[src/verilog/acf_pkg.sv]
// package of the alarm and condition flag block: offsets, reset values, timing, carriers
// assumes a single 100 MHz clock; all flag inputs except the acknowledge button are produced on that clock
package acf_pkg;

   // clock rate and timing figures
   localparam int          CLK_HZ        = 100_000_000;  // system clock rate
   localparam int          ACK_TIME_MS   = 40;           // acknowledge condition length, ms
   localparam int          ACK_CYCLES    = ACK_TIME_MS * (CLK_HZ / 1000);  // 4,000,000
   localparam int          MS_TIME       = 1;            // horn timer tick, ms
   localparam int          MS_CYCLES     = MS_TIME * (CLK_HZ / 1000);      // 100,000

   // sizes
   localparam int          NUM_CLASS     = 6;            // alarm classes one to six
   localparam int          NUM_SRC       = 3;            // system A, system B, auxiliary
   localparam int          SRC_A         = 0;            // source index of system A
   localparam int          SRC_B         = 1;            // source index of system B
   localparam int          SRC_AUX       = 2;            // source index of auxiliary input

   // register byte offsets
   localparam logic [7:0]  REG_SYNC_MASK = 8'h00;        // enabled phase-matching criteria
   localparam logic [7:0]  REG_HORN_TIME = 8'h04;        // horn reset time in ms
   localparam logic [7:0]  REG_DEAD_MAX  = 8'h08;        // dead-bus maximum voltage
   localparam logic [7:0]  REG_STAT_LO   = 8'h0C;        // flag vector bits 31..0
   localparam logic [7:0]  REG_STAT_HI   = 8'h10;        // flag vector bits 34..32

   // reset values
   localparam logic [5:0]  RST_SYNC_MASK = 6'h3F;        // all criteria enabled
   localparam logic [15:0] RST_HORN_TIME = 16'h03E8;     // horn reset time, ms
   localparam logic [15:0] RST_DEAD_MAX  = 16'h0064;     // dead-bus threshold, raw units

   // alarm source carrier
   typedef struct packed {
      logic [5:0] active;    // class has a currently active alarm
      logic [5:0] latched;   // class has a latched alarm
      logic [5:0] trig;      // one-cycle pulse: new alarm in class
   } acf_alarm_t;

   // measurement comparator carrier
   typedef struct packed {
      logic [2:0]       voltOk;   // voltage within operating range
      logic [2:0]       freqOk;   // frequency within operating range
      logic [2:0][15:0] volt;     // measured voltage per source
      logic [1:0]       rotCw;    // clockwise field seen, A and B
      logic [1:0]       rotCcw;   // counter-clockwise field seen, A and B
      logic [1:0]       threePh;  // three-phase measurement configured, A and B
   } acf_meas_t;

   // breaker feedback and sync carrier
   typedef struct packed {
      logic [1:0] sysMains;               // system A/B is mains connected
      logic [1:0] sysVar;                 // system A/B is variable
      logic       breakerAClosed;         // breaker_a reply closed
      logic       generatorBreakerClosed; // a generator_breaker of a relevant segment closed
      logic [5:0] syncCrit;               // individual phase-matching criteria met
      logic       deadLineCloseFlag;      // dead-bus closure conditions met
      logic       mainsRelease;           // mains breaker reconnection released
   } acf_brk_t;

   // condition variables handed to the equation engine (35 bits)
   typedef struct packed {
      logic       ackCond;           // acknowledge condition
      logic       mainsReleaseFlag;  // mains reconnection released
      logic       syncCheckRelay;    // sync or dead-bus closure
      logic       syncCond;          // all enabled criteria met
      logic       mainsParallelFlag; // generator parallel to mains
      logic [2:0] dead;              // source voltage below dead max
      logic [1:0] rotCcw;            // counter-clockwise field, A and B
      logic [1:0] rotCw;             // clockwise field, A and B
      logic [2:0] healthOk;          // voltage and frequency ok
      logic [2:0] freqOk;            // frequency ok
      logic [2:0] voltOk;            // voltage ok
      logic       constTrue;         // fixed one
      logic       constFalse;        // fixed zero
      logic       horn;              // horn output
      logic       newAlarm;          // unacknowledged new alarm
      logic       centralized;       // classes two to six
      logic       shutdown;          // classes three to six
      logic       warning;           // classes one and two
      logic       anyAlarm;          // any class
      logic [5:0] classFlag;         // per-class flag
   } acf_flags_t;

endpackage : acf_pkg

[src/verilog/acf_flags.sv]
// alarm and condition flag logic: aggregates alarm classes, latches the new-alarm and horn
// flags, derives health, rotation, dead-line, mains-parallel and sync-check conditions
// assumes all inputs except the acknowledge button arrive on clk; the button is a pin
//
// Functional notes
// - class flag: class active or latched
// - any-alarm flag: any class set
// - warning flag: class one or two
// - shutdown flag: classes three to six
// - centralized flag: classes two to six
// - new alarm held until acknowledge
// - horn held until horn time elapses
// - constant false and true variables
// - voltage-ok and frequency-ok per source
// - system B health: voltage and frequency
// - auxiliary health: voltage and frequency
// - system A health: voltage and frequency
// - rotation flags only with three-phase measurement
// - dead flag below single dead maximum
// - mains parallel: mains, variable, breakers closed
// - sync condition: all enabled criteria met
// - sync relay: sync OR dead closure
// - mains release flag follows release
// - acknowledge condition lasts forty milliseconds
`timescale 1ns/100ps

module acf_flags #(
   parameter int ACK_LEN = acf_pkg::ACK_CYCLES,  // acknowledge length in cycles
   parameter int MS_LEN  = acf_pkg::MS_CYCLES    // cycles per horn timer millisecond
) (
   input  wire logic               clk,        // 100 MHz system clock
   input  wire logic               rst_n,      // synchronous reset, active low
   input  wire acf_pkg::acf_alarm_t alarmIn,   // alarm class states and triggers
   input  wire acf_pkg::acf_meas_t measIn,     // measurement comparator verdicts
   input  wire acf_pkg::acf_brk_t  brkIn,      // breaker feedback and sync criteria
   input  wire logic               ackButton,  // acknowledge push-button pin, asynchronous
   input  wire logic               extAck,     // external acknowledge pulse, on clk
   input  wire logic [7:0]         regAddr,    // register byte address
   input  wire logic [31:0]        regWdata,   // register write data
   input  wire logic               regWe,      // register write strobe
   input  wire logic               regRe,      // register read strobe
   output logic [31:0]             regRdata,   // read data, cycle after the strobe
   output acf_pkg::acf_flags_t     flagsOut    // registered condition variables
);
   import acf_pkg::*;

   localparam int ACK_W = $clog2(ACK_LEN + 1);  // acknowledge counter width
   localparam int MS_W  = $clog2(MS_LEN + 1);   // prescaler width

   // true when any class selected by sel has an active or latched alarm
   function automatic logic anyClass(input logic [5:0] act, input logic [5:0] sel);
      anyClass = |(act & sel);
   endfunction : anyClass

   // ------------------------------------------------------------------ registers
   logic [5:0]  syncMask_q;    // enabled phase-matching criteria
   logic [15:0] hornTime_q;    // horn reset time, ms
   logic [15:0] deadMax_q;     // dead-bus maximum voltage
   logic [31:0] regRdata_q;    // read data holding register

   // write decode, one per configuration register
   wire wrSyncMask = regWe && (regAddr == REG_SYNC_MASK);
   wire wrHornTime = regWe && (regAddr == REG_HORN_TIME);
   wire wrDeadMax  = regWe && (regAddr == REG_DEAD_MAX);

   // configuration registers; narrower fields take the low bits of the write
   always_ff @(posedge clk) begin
      if (!rst_n) begin
         syncMask_q <= RST_SYNC_MASK;
         hornTime_q <= RST_HORN_TIME;
         deadMax_q  <= RST_DEAD_MAX;
      end else begin
         if (wrSyncMask) syncMask_q <= regWdata[5:0];
         if (wrHornTime) hornTime_q <= regWdata[15:0];
         if (wrDeadMax)  deadMax_q  <= regWdata[15:0];
      end
   end

   // read mux; unmapped addresses read zero
   acf_flags_t flags_q;  // registered flag vector
   logic [34:0] flagBits;
   assign flagBits = flags_q;
   logic [31:0] rdMux;
   assign rdMux = (regAddr == REG_SYNC_MASK) ? {26'h0000000, syncMask_q} :
                  (regAddr == REG_HORN_TIME) ? {16'h0000, hornTime_q} :
                  (regAddr == REG_DEAD_MAX)  ? {16'h0000, deadMax_q} :
                  (regAddr == REG_STAT_LO)   ? flagBits[31:0] :
                  (regAddr == REG_STAT_HI)   ? {29'h00000000, flagBits[34:32]} :
                  32'h00000000;

   // read data stands only in the cycle after the read strobe
   always_ff @(posedge clk) begin
      if (!rst_n) regRdata_q <= 32'h00000000;
      else        regRdata_q <= regRe ? rdMux : 32'h00000000;
   end
   assign regRdata = regRdata_q;

   // ------------------------------------------------------------ acknowledge
   // the button is a pin: two flops before anything looks at it
   logic ackS1_q;    // first synchroniser stage
   logic ackS2_q;    // second synchroniser stage
   logic ackPrev_q;  // previous synchronised level, for the edge
   always_ff @(posedge clk) begin
      if (!rst_n) begin
         ackS1_q   <= 1'b0;
         ackS2_q   <= 1'b0;
         ackPrev_q <= 1'b0;
      end else begin
         ackS1_q   <= ackButton;
         ackS2_q   <= ackS1_q;
         ackPrev_q <= ackS2_q;
      end
   end

   // a press or an external acknowledge; a held button acts once
   wire ackEvent = (ackS2_q && !ackPrev_q) || extAck;

   // acknowledge condition counter; a new event restarts the full length
   logic [ACK_W-1:0] ackCnt_q;
   logic [ACK_W-1:0] ackCnt_d;
   assign ackCnt_d = ackEvent ? ACK_W'(ACK_LEN) :
                     (ackCnt_q != '0) ? ackCnt_q - ACK_W'(1) : ackCnt_q;
   always_ff @(posedge clk) begin
      if (!rst_n) ackCnt_q <= '0;
      else        ackCnt_q <= ackCnt_d;
   end
   wire ackCond_d = (ackCnt_d != '0);

   // ------------------------------------------------------ new alarm and horn
   // class one alarms never raise the new-alarm flag or the horn
   wire newTrig = anyClass(alarmIn.trig, 6'h3E);

   // set wins over the acknowledge in the same cycle, so no trigger is lost
   logic newAlarm_q;
   wire  newAlarm_d = newTrig || (newAlarm_q && !ackEvent);

   // horn: ms prescaler plus remaining-time counter
   logic            hornOn_q;   // horn active
   logic [15:0]     hornMs_q;   // ms remaining
   logic [MS_W-1:0] msCnt_q;    // cycles into the current ms
   wire msTick = (msCnt_q == MS_W'(MS_LEN - 1));
   // a zero horn time would give no horn at all; that is what it means
   wire hornStart = newTrig && (hornTime_q != 16'h0000);
   wire hornEnd   = hornOn_q && msTick && (hornMs_q <= 16'h0001);

   logic            hornOn_d;
   logic [15:0]     hornMs_d;
   logic [MS_W-1:0] msCnt_d;
   // retrigger reloads the time; expiry ends the horn
   assign hornOn_d = hornStart || (hornOn_q && !hornEnd);
   assign hornMs_d = hornStart ? hornTime_q :
                     (hornOn_q && msTick) ? hornMs_q - 16'h0001 : hornMs_q;
   assign msCnt_d  = (hornStart || msTick || !hornOn_q) ? '0 : msCnt_q + MS_W'(1);

   // alarm state flops, all cleared by reset
   always_ff @(posedge clk) begin
      if (!rst_n) begin
         newAlarm_q <= 1'b0;
         hornOn_q   <= 1'b0;
         hornMs_q   <= 16'h0000;
         msCnt_q    <= '0;
      end else begin
         newAlarm_q <= newAlarm_d;
         hornOn_q   <= hornOn_d;
         hornMs_q   <= hornMs_d;
         msCnt_q    <= msCnt_d;
      end
   end

   // ------------------------------------------------------- system conditions
   // dead detection: one shared threshold for every source
   logic [2:0] deadCmp;
   for (genvar s = 0; s < NUM_SRC; s++) begin : g_dead
      assign deadCmp[s] = (measIn.volt[s] < deadMax_q);
   end

   // mains parallel in either direction of mains and variable system
   wire mainsPar = ((brkIn.sysMains[0] && brkIn.sysVar[1]) ||
                    (brkIn.sysMains[1] && brkIn.sysVar[0])) &&
                   brkIn.breakerAClosed && brkIn.generatorBreakerClosed;

   // disabled criteria count as met; with none enabled the condition is true
   wire syncAll = &(brkIn.syncCrit | ~syncMask_q);

   // ------------------------------------------------------ next flag vector
   acf_flags_t flags_d;
   wire [5:0] classAct = alarmIn.active | alarmIn.latched;
   always_comb begin
      flags_d                   = '0;
      flags_d.classFlag         = classAct;
      flags_d.anyAlarm          = anyClass(classAct, 6'h3F);
      flags_d.warning           = anyClass(classAct, 6'h03);
      flags_d.shutdown          = anyClass(classAct, 6'h3C);
      flags_d.centralized       = anyClass(classAct, 6'h3E);
      flags_d.newAlarm          = newAlarm_d;
      flags_d.horn              = hornOn_d;
      flags_d.constFalse        = 1'b0;
      flags_d.constTrue         = 1'b1;
      flags_d.voltOk            = measIn.voltOk;
      flags_d.freqOk            = measIn.freqOk;
      flags_d.healthOk[SRC_B]   = measIn.voltOk[SRC_B] && measIn.freqOk[SRC_B];
      flags_d.healthOk[SRC_AUX] = measIn.voltOk[SRC_AUX] && measIn.freqOk[SRC_AUX];
      flags_d.healthOk[SRC_A]   = measIn.voltOk[SRC_A] && measIn.freqOk[SRC_A];
      // rotation only meaningful with a three-phase measurement
      flags_d.rotCw             = measIn.rotCw & measIn.threePh;
      flags_d.rotCcw            = measIn.rotCcw & measIn.threePh;
      flags_d.dead              = deadCmp;
      flags_d.mainsParallelFlag = mainsPar;
      flags_d.syncCond          = syncAll;
      // no dead-bus interlock here: the user must add one if needed
      flags_d.syncCheckRelay    = syncAll || brkIn.deadLineCloseFlag;
      flags_d.mainsReleaseFlag  = brkIn.mainsRelease;
      flags_d.ackCond           = ackCond_d;
   end

   // one register stage for every flag, rebuilt every cycle
   always_ff @(posedge clk) begin
      if (!rst_n) flags_q <= '0;
      else        flags_q <= flags_d;
   end
   assign flagsOut = flags_q;
endmodule : acf_flags

[config.mk]
export PLATFORM = sky130hd
export DESIGN_NAME = acf_flags
export DESIGN_NICKNAME = d
export VERILOG_FILES = /design/src/verilog/acf_pkg.sv /design/src/verilog/acf_flags.sv
export SDC_FILE = /design/constraint.sdc
export NUM_CORES = 1
export LEC_CHECK = 0
export ABC_AREA = 1
export CAP_MARGIN = 25
export CORE_ASPECT_RATIO = 1.1
export CORE_MARGIN = 10
export CORE_UTILIZATION = 54
export CTS_BUF_LIST = sky130_fd_sc_hd__clkbuf_16
export CTS_CLUSTER_SIZE = 24
export DETAILED_ROUTE_END_ITERATION = 6
export DONT_BUFFER_PORTS = 1
export PLACE_DENSITY_LB_ADDON = 0.1
export SYNTH_ARGS = -nofsm -noshare
export SYNTH_HDL_FRONTEND = slang
export SYNTH_SLANG_ARGS = --single-unit
export TNS_END_PERCENT = 1
[constraint.sdc]
create_clock -name clk -period 4.9 [get_ports clk]
set_input_delay 0.49 -clock clk [delete_from_list [all_inputs] [get_ports clk]]
set_output_delay 0.49 -clock clk [all_outputs]
set_load 0.1 [all_outputs]
==> results of run 1 <==
==> worst max-delay path, delay by kind of cell <==
family	cells	cell delay [ps]
AND/OR/NAND/NOR	4	1590
buffers and inverters	2	360
AO/OA/AOI/OAI	2	290
==> logic make-up after synthesis <==
kind of cell               Yosys count
adders and majority gates           49
buffers and inverters              195
other                                1
DFF                                162
and+or+nand+nor                    487
AOI/OAI and AO/OA                  193
xor gates and xnor gates            14
==> metal layers <==
layer	wire length (um)	vias to the layer above	GRT usage
met5	0	-	0
met4	401	0	0.0680
met3	1950	33	0.0782
met2	10100	200	0.340
met1	8770	3062	0.236
li1	-	3582	-
==> cells in the final DEF, fill, tap and decap left out, drive strengths merged, types with 6 or more instances in the layout <==
cell / instances
a21oi: 76
a31oi: 7
clkbuf: 17
clkinv: 8
dfxtp: 162
ha: 49
inv: 165
nand2: 213
nand3: 49
nand3b: 8
nand4: 17
nor2: 164
nor3: 23
o211ai: 24
o21ai: 54
o22ai: 6
o2bb2ai: 7
xor2: 9
==> how the worst max path moves through the flow <==
stage | endpoint | cells after the start
after global placement | hornTime_q[10] | 8
final | hornTime_q[10] | 8
after CTS | flagsOut[34] | 13
after floorplan | flagsOut[34] | 14
after detailed placement | hornTime_q[13] | 8
after global routing | hornTime_q[0] | 8
==> power by group through the flow <==
| stage | clock (mW) | sequential [mW] | combinational (mW) |
|---|---|---|---|
| after global placement | 0 | 1.52 | 0.305 |
| final | 1.27 | 1.49 | 0.321 |
| after floorplan | 0 | 1.50 | 0.270 |
| after detailed placement | 0 | 1.52 | 0.318 |
| after global routing | 1.35 | 1.49 | 0.370 |
| after CTS | 1.30 | 1.49 | 0.320 |
==> state kept, by name, indices dropped and copies added, names as in the netlist <==
| name | flops |
|---|---|
| deadMax_q | 16 |
| hornMs_q | 16 |
| ackS1_q | 1 |
| ackS2_q | 1 |
| flagsOut | 34 |
| msCnt_q | 17 |
| ackCnt_q | 22 |
| hornTime_q | 16 |
| regRdata | 32 |
| syncMask_q | 6 |
| ackPrev_q | 1 |
==> final cells by class <==
class,instances,area [um^2]
Fill cell,1314,5740
Clock buffer,17,425
Clock inverter,15,149
Multi-Input combinational cell,744,4090
Timing Repair Buffer,5,66.3
Inverter,161,604
Tap cell,192,240
Sequential cell,162,3240
==> per-stage QoR <==
step / std cells / worst slack, ps / area, um^2
2_1_floorplan: 1101 / 3120 / 8110
3_3_place_gp: 1261 / 2090 / 8190
3_5_place_dp: 1263 / 2050 / 8220
4_1_cts: 1295 / 2450 / 8800
5_1_grt: 1296 / 2090 / 8820
6_report: 1296 / 2460 / 8820
==> summary.md, run 1 <==
| Metric | Value |
|---|---|
| Status | `finished, final reports clean` |
| Slowest stage delay, CP | `810 ps` |
| Hold Path Origin | `rst_n` |
| Final setup viols | `0` |
| I/O pin cnt | `just over 200` |
| DRC | `0` |
| Final HPWL DP | `~17 mm` |
| Psw | `roughly 0.95 mW` |
| WP data required | `around 5200 ps` |
| Number of synthesized flops with an enable pin | `0` |
| Core area | `14600 um^2` |
| GPL Wtd Cong | `~0.95` |
| Max_cap viols | `0` |
| Final Skew | `9.09 ps` |
| Largest net degree at the start of global routing | `just over 60` |
| Combinational share of power | `0.104` |
| Via count of the first global-routing pass | `6513` |
| WL final | `between 20 and 25 mm` |
| Hold_ws | `between 100 and 150 ps` |
| Antenna viol nets, final | `0` |
| Total track usage | `0.205` |
| Worst slew pin tran | `1070 ps` |
| Slowest stage cell, crit path | `nor2_1` |
| CTS H-tree depth | `4` |
| Layout cells sized above 1 | `0.0734` |
| Hold path depth | `0` |
| Synthesis-to-finish area growth | `8.72%` |
| Critical path capture point type | `register` |
| Worst Setup SP | `regAddr[0]` |
| Post-DR wirelength/cell | `about 16 um` |
| CTS root buf | `clkbuf_16` |
| Row cnt | `46` |
| Sink Count | `162` |
| Hold Crit Endpoint | `flagsOut[13]` |
| Crit path cell chain | `inv_1, nand2_1, nor3_1, nand2_1, nor2_1, inv_2, o21ai_0, a21oi_1` |
| DR pass1 iterations | `5` |
| P per Cell Area | `around 350 nW/um^2` |
| Initial antenna violation count | `0` |
| Post_cts resized | `0` |
| Reg2Reg Depth | `13` |
| Hold Path Class | `in2reg` |
| Final min period | `about 2400 ps` |
| Highest clock rate | `roughly 0.4 GHz` |
| Slew HR | `0.286` |
| Power Total | `about 3.1 mW` |
| Synth Area per Inst | `between 7 and 8 um^2` |
| Post-synth top cells | `nand2_1 (210), dfxtp_1 (162), inv_1 (151)` |
| CTS max path bufs | `2` |
| Die W | `137 um` |
| Post-route clock period utilization | `0.498` |
| Initial Util | `0.557` |
| Final nets | `1278` |
| Worst r2r dst | `flagsOut[34]` |
| # port buffers | `0` |
| Synthesized area | `between 8000 and 9000 um^2` |
| Leakage power | `~3.9 nW` |
| Synthesized Nets | `between 1000 and 1500` |
| Int Pwr | `approximately 2.1 mW` |
| Main combinational cell family by area after synthesis | `simple AND/OR/NAND/NOR gates` |
| Via Count | `slightly below 7000` |
| Area leader, netlist | `dfxtp_1` |
| Clk pwr share | `0.413` |
| Sw Share | `0.307` |
| XOR/XNOR Fraction of Synth Area | `0.0151` |
| Synth Area in Simple Gates | `0.272` |
| Peak ir drop on the vdd network | `roughly 0.25 mV` |
| CTS tree | `built` |
| Most used cell along the critical path | `nand2_1` |
| Post-synthesis compound-gate area fraction | `0.141` |
| RSZ-0062 raised after global routing | `false` |
| Number of cells produced by synthesis | `1101` |
| CP Launch Type | `input pin` |
| Number of post-CTS setup repair buffers | `0` |
| Setup CP Type | `in2reg` |
| N_diodes | `0` |
| Hold Buf Count CTS | `0` |
| Top FF cell, synth | `dfxtp_1` |
| Sequential share of power | `0.483` |
| Mux cell area share after synthesis | `0` |
| Critical-path maximum fanout | `20` |
| Synth area leaders | `dfxtp_1 (40%), nand2_1 (9.7%), ha_1 (7.6%)` |
| Clock Pin Slew Worst Setup and Hold Paths | `70 ps` |
| Register area share after synthesis | `0.400` |
| Clock latency on the worst-skew pair | `roughly 430 ps` |
| First-pass GRT wire length | `between 30 and 40 mm` |
| Via density | `approximately 5.3` |
| Distinct cells, synth | `50` |
| Worst Path Arrival | `roughly 2800 ps` |
| Iteration-0 DRC Markers | `about 400` |
| Ys Warns | `0` |
| Yosys reg bits | `162` |
| Max Slew Vio Count | `0` |
| Reg2reg setup slack | `2530 ps` |
| Setup TNS | `0 ps` |
| Total gr overflow | `0` |
| Most instantiated library cell after synthesis | `nand2_1` |
| Die Y-Extent | `approximately 150 um` |
| Die area | `~20000 um^2` |
| Fraction of registers with async set/reset | `0` |
| Top cell type's share of synthesized area | `0.400` |
| Util after Layout | `0.606` |
| Reg2reg start | `ackCnt_q[0]` |
| Post-Synth Adder-Cell Area | `0.0756` |
| CTS buffer count | `17` |
| Hold Violations, Final | `0` |
(Power assumes the default switching activity.)
==> inputs of run 2 (changes only) <==
==> constraint.sdc (replaced) <==
create_clock -name clk -period 2.1 [get_ports clk]
set_input_delay 0.21 -clock clk [delete_from_list [all_inputs] [get_ports clk]]
set_output_delay 0.21 -clock clk [all_outputs]
set_load 0.1 [all_outputs]
==> summary.md, run 2 (same netlist as run 1, synthesis figures left out) <==
| Metric | Value |
|---|---|
| P per Cell Area | `around 740 nW/um^2` |
| Via density | `5.27` |
| Setup CP Type | `reg2reg` |
| Sink Count | `around 160` |
| Most frequent cells in the layout | `nand2_1 (210), dfxtp_1 (162), inv_1 (151)` |
| Worst slew pin tran | `1040 ps` |
| DR pass1 iterations | `5` |
| RSZ-0062 raised after global routing | `false` |
| Via Count | `around 7500` |
| Final Skew | `11.0 ps` |
| Final std cells w/o fill | `approximately 1400` |
| Layout cells sized above 1 | `0.131` |
| Via count of the first global-routing pass | `about 7400` |
| Post-route clock period utilization | `0.909` |
| Peak ir drop on the vdd network | `slightly below 0.6 mV` |
| WP buf/inv | `3` |
| Die area | `20300 um^2` |
| Post-DR wirelength/cell | `approximately 16 um` |
| Highest clock rate | `between 0.5 and 0.6 GHz` |
| CTS buffer count | `17` |
| Most common cell after layout, fill and taps aside | `nand2_1` |
| Die W | `approximately 140 um` |
| Synthesis-to-finish area growth | `22.1%` |
| Row cnt | `46` |
| Max_cap viols | `0` |
| Clock Pin Slew Worst Setup and Hold Paths | `~60 ps` |
| Max Slew Vio Count | `0` |
| Pre-CTS setup slack | `between 150 and 200 ps` |
| Hold Path Class | `in2reg` |
| WL final | `between 20 and 25 mm` |
| WP data required | `2410 ps` |
| Placement Cell Area | `8830 um^2` |
| Antenna viol nets, final | `0` |
| Placed insts | `1344` |
| Die Y-Extent | `between 100 and 150 um` |
| Crit path cell chain | `inv_1, ha_1, nand2_4, nor2_8, nand3_4, buf_4, nand3_1, nand2_1, clkinv_1, nand2_1, nor2_1, nand3_1, nor2_1, nor2_1` |
| # port buffers | `0` |
| Final nets | `roughly 1400` |
| Most used cell along the critical path | `nor2_1` |
| Final setup viols | `0` |
| CTS max path bufs | `2` |
| Final min period | `between 1500 and 2000 ps` |
| Largest net degree at the start of global routing | `60` |
| Number of post-CTS setup repair buffers | `0` |
| Critical path capture point type | `register` |
| Final HPWL DP | `around 17 mm` |
| CP Launch Type | `register` |
| Slew HR | `0.304` |
| Total gr overflow | `0` |
| Slowest stage cell, crit path | `dfxtp_1` |
| Max FFs per register | `34` |
| Leakage power | `4.54 nW` |
| Critical-path maximum fanout | `9` |
| Setup ws final | `191 ps` |
| GPL Wtd Cong | `0.947` |
| CTS H-tree depth | `4` |
| Slowest stage delay, CP | `approximately 320 ps` |
| CP delay by family, top | `simple AND/OR/NAND/NOR gates` |
| Hold Violations, Final | `0` |
| CTS root buf | `clkbuf_16` |
| Setup TNS | `0 ps` |
| Power Total | `about 7.3 mW` |
| Final instance area | `approximately 9900 um^2` |
| CTS tree | `built` |
| Hold_ws | `approximately 25 ps` |
| First-pass GRT wire length | `about 37 mm` |
| Initial Util | `0.557` |
| DRC | `0` |
| Total track usage | `0.224` |
| Worst Path Arrival | `between 2000 and 2500 ps` |
| Clock latency on the worst-skew pair | `430 ps` |
| Status | `finished, final reports clean` |
| Core area | `approximately 15000 um^2` |
| Initial antenna violation count | `1` |
| Iteration-0 DRC Markers | `approximately 470` |
| I/O pin cnt | `about 200` |
| Util after Layout | `0.680` |
run 2: cell type report:
type	instances	area, um^2
diodes	2	5.00
clock buffers	17	425
clock inverters	15	120
fillers	1275	4660
inverters	161	604
multi-input cells	744	4110
flip-flops and latches	162	3240
well taps	192	240
repair buffers	134	1160
run 2: worst paths after layout:
path	from	endpoint	slack [ps]	cells past startpoint
min	alarmIn[17]	flagsOut[8]	20	2
max	ackCnt_q[1]	flagsOut[34]	190	14
max reg2reg	ackCnt_q[1]	flagsOut[34]	190	14
min reg2reg	ackS1_q	ackS2_q	420	2
run 2: routing by layer:
metal,up-vias,part of all wire,global-route usage
li1,3836,-,-
met1,3381,0.42,0.266
met2,256,0.47,0.374
met3,50,0.075,0.0613
met4,0,0.028,0.0907
met5,-,0,0
run 2: power by group:
part / total (mW) / switching (mW) / internal (mW)
logic: 1.19 / 0.812 / 0.381
registers: 3.22 / 0.0678 / 3.15
clock network: 2.88 / 1.34 / 1.54
total: 7.29 / 2.22 / 5.07
run 2: repair_timing:
| action | 4_1_cts | 5_1_grt |
|---|---|---|
| setup endpoints to repair | 0 | 2 |
| hold buffers | 48 | 1 |
| gates resized for setup | 0 | 2 |
| hold endpoints to repair | 74 | 1 |
==> inputs of run 3 (changes only) <==
--- a/config.mk
+++ b/config.mk
@@ -10,7 +10,6 @@
 export CORE_ASPECT_RATIO = 1.1
 export CORE_MARGIN = 10
 export CORE_UTILIZATION = 54
-export CTS_BUF_LIST = sky130_fd_sc_hd__clkbuf_16
 export CTS_CLUSTER_SIZE = 24
 export DETAILED_ROUTE_END_ITERATION = 6
 export DONT_BUFFER_PORTS = 1
==> summary.md, run 3 (same netlist as run 1, synthesis figures left out) <==
| Metric | Value |
|---|---|
| Layout cells sized above 1 | `0.133` |
| Hold_ws | `approximately 23 ps` |
| I/O pin cnt | `roughly 200` |
| P per Cell Area | `743 nW/um^2` |
| Hold Violations, Final | `0` |
| Synthesis-to-finish area growth | `22.2%` |
| Most common cell after layout, fill and taps aside | `nand2_1` |
| Worst Path Arrival | `roughly 2200 ps` |
| Max_cap viols | `0` |
| Hold Path Class | `in2reg` |
| Hold path depth | `2` |
| CTS root buf | `clkbuf_16` |
| Final setup viols | `0` |
| Status | `finished, final reports clean` |
| WP data required | `roughly 2400 ps` |
| Die W | `~140 um` |
| WL final | `between 20 and 25 mm` |
| CTS max path bufs | `2` |
| First-pass GRT wire length | `about 37 mm` |
| Post-route clock period utilization | `0.911` |
| Initial antenna violation count | `2` |
| Clock latency on the worst-skew pair | `between 400 and 500 ps` |
| CTS tree | `built` |
| Worst slew pin tran | `~1100 ps` |
| Largest net degree at the start of global routing | `60` |
| Die Y-Extent | `between 100 and 150 um` |
| Core area | `14600 um^2` |
| Final HPWL DP | `~17 mm` |
| Antenna viol nets, final | `0` |
| CP Launch Type | `register` |
| Worst r2r dst | `flagsOut[34]` |
| Die area | `slightly above 20000 um^2` |
| Max Slew Vio Count | `0` |
| Via Count | `7564` |
| Post-DR wirelength/cell | `between 15 and 20 um` |
| RSZ-0062 raised after global routing | `false` |
| Clock Pin Slew Worst Setup and Hold Paths | `~60 ps` |
| Setup TNS | `0 ps` |
| Critical-path maximum fanout | `9` |
| Most frequent cells in the layout | `nand2_1 (210), dfxtp_1 (162), inv_1 (151)` |
| Total track usage | `0.224` |
| Reg2reg start | `ackCnt_q[1]` |
| CTS H-tree depth | `4` |
| CTS buffer count | `17` |
| GPL Wtd Cong | `around 0.95` |
| Final min period | `~1900 ps` |
| CP endpoint | `flagsOut[34]` |
| Via count of the first global-routing pass | `approximately 7500` |
| Total gr overflow | `0` |
| # port buffers | `0` |
| Critical path capture point type | `register` |
| Max FFs per register | `34` |
| DRC | `0` |
| Sink Count | `~160` |
| Setup CP Type | `reg2reg` |
| Setup ws final | `186 ps` |
| Filler cells | `1272` |
| Reg2reg setup slack | `roughly 190 ps` |
| Peak ir drop on the vdd network | `between 0.5 and 0.6 mV` |
| DR pass1 iterations | `6` |
| Slew HR | `0.267` |
| Leakage power | `4.55 nW` |
| Reg2Reg Depth | `14` |
| Pre-CTS setup slack | `between 150 and 200 ps` |
| Initial Util | `0.557` |
| Highest clock rate | `0.522 GHz` |
| Via density | `5.30` |
| Final nets | `1406` |
| Final Skew | `approximately 11 ps` |
| Worst Setup SP | `ackCnt_q[1]` |
| Iteration-0 DRC Markers | `approximately 430` |
| Row cnt | `between 40 and 50` |
run 3: cell type report:
| class | instances | area (um^2) | share of cell area |
|---|---|---|---|
| diodes | 2 | 5.00 | 0.000505 |
| clock buffers | 19 | 453 | 0.0457 |
| clock inverters | 13 | 113 | 0.0114 |
| inverters | 161 | 604 | 0.0610 |
| multi-input cells | 744 | 4110 | 0.414 |
| flip-flops and latches | 162 | 3240 | 0.327 |
| well taps | 192 | 240 | 0.0242 |
| repair buffers | 133 | 1150 | 0.116 |
run 3: repair_timing:
action / CTS / global route
gates resized for setup: 0 / 2
hold endpoints to repair: 74 / 0
endpoints found under the setup margin: 0 / 2
buffers inserted: 0 / 0
hold buffers: 48 / 0
run 3: power breakdown:
group	internal, mW	switching (mW)
Clock	1.61	1.33
Combinational	0.380	0.812
Sequential	3.15	0.0676
run 3: worst max-delay path, stage by stage (launching register included):
cell and delay [ps]:
dfxtp_1 320, inv_1 70, ha_1 210, nand2_4 100
nor2_8 130, nand3_4 140, buf_4 190, nand3_1 80
nand2_1 70, clkinv_1 40, nand2_1 60, nor2_1 110
nand3_1 80, nor2_1 130, nor2_1 50
run 3: through the flow:
stage	utilization	std cells	power (mW)	area [um^2]
global route	0.681	1426	7.66	9910
floorplan	-	1101	4.14	8110
detailed placement	0.606	1344	4.36	8830
CTS	0.679	1424	7.40	9890
global placement	0.606	1344	4.35	8830
finish	0.681	1426	7.36	9910
run 3: worst min path at each step:
stage	from	to	slack (ps)
6_report	alarmIn[17]	flagsOut[8]	20
5_1_grt	alarmIn[17]	flagsOut[8]	20
4_1_cts	alarmIn[17]	flagsOut[8]	2
3_5_place_dp	rst_n	flagsOut[13]	250
3_3_place_gp	rst_n	flagsOut[13]	250
2_1_floorplan	rst_n	flagsOut[13]	240
run 3: per-layer routing:
layer  up-vias  wire (um)  GRT usage
met5         -          0          0
met4         0        685     0.0912
met3        50       1740     0.0617
met2       263      10800      0.374
met1      3417       9670      0.265
li1       3834          -          -
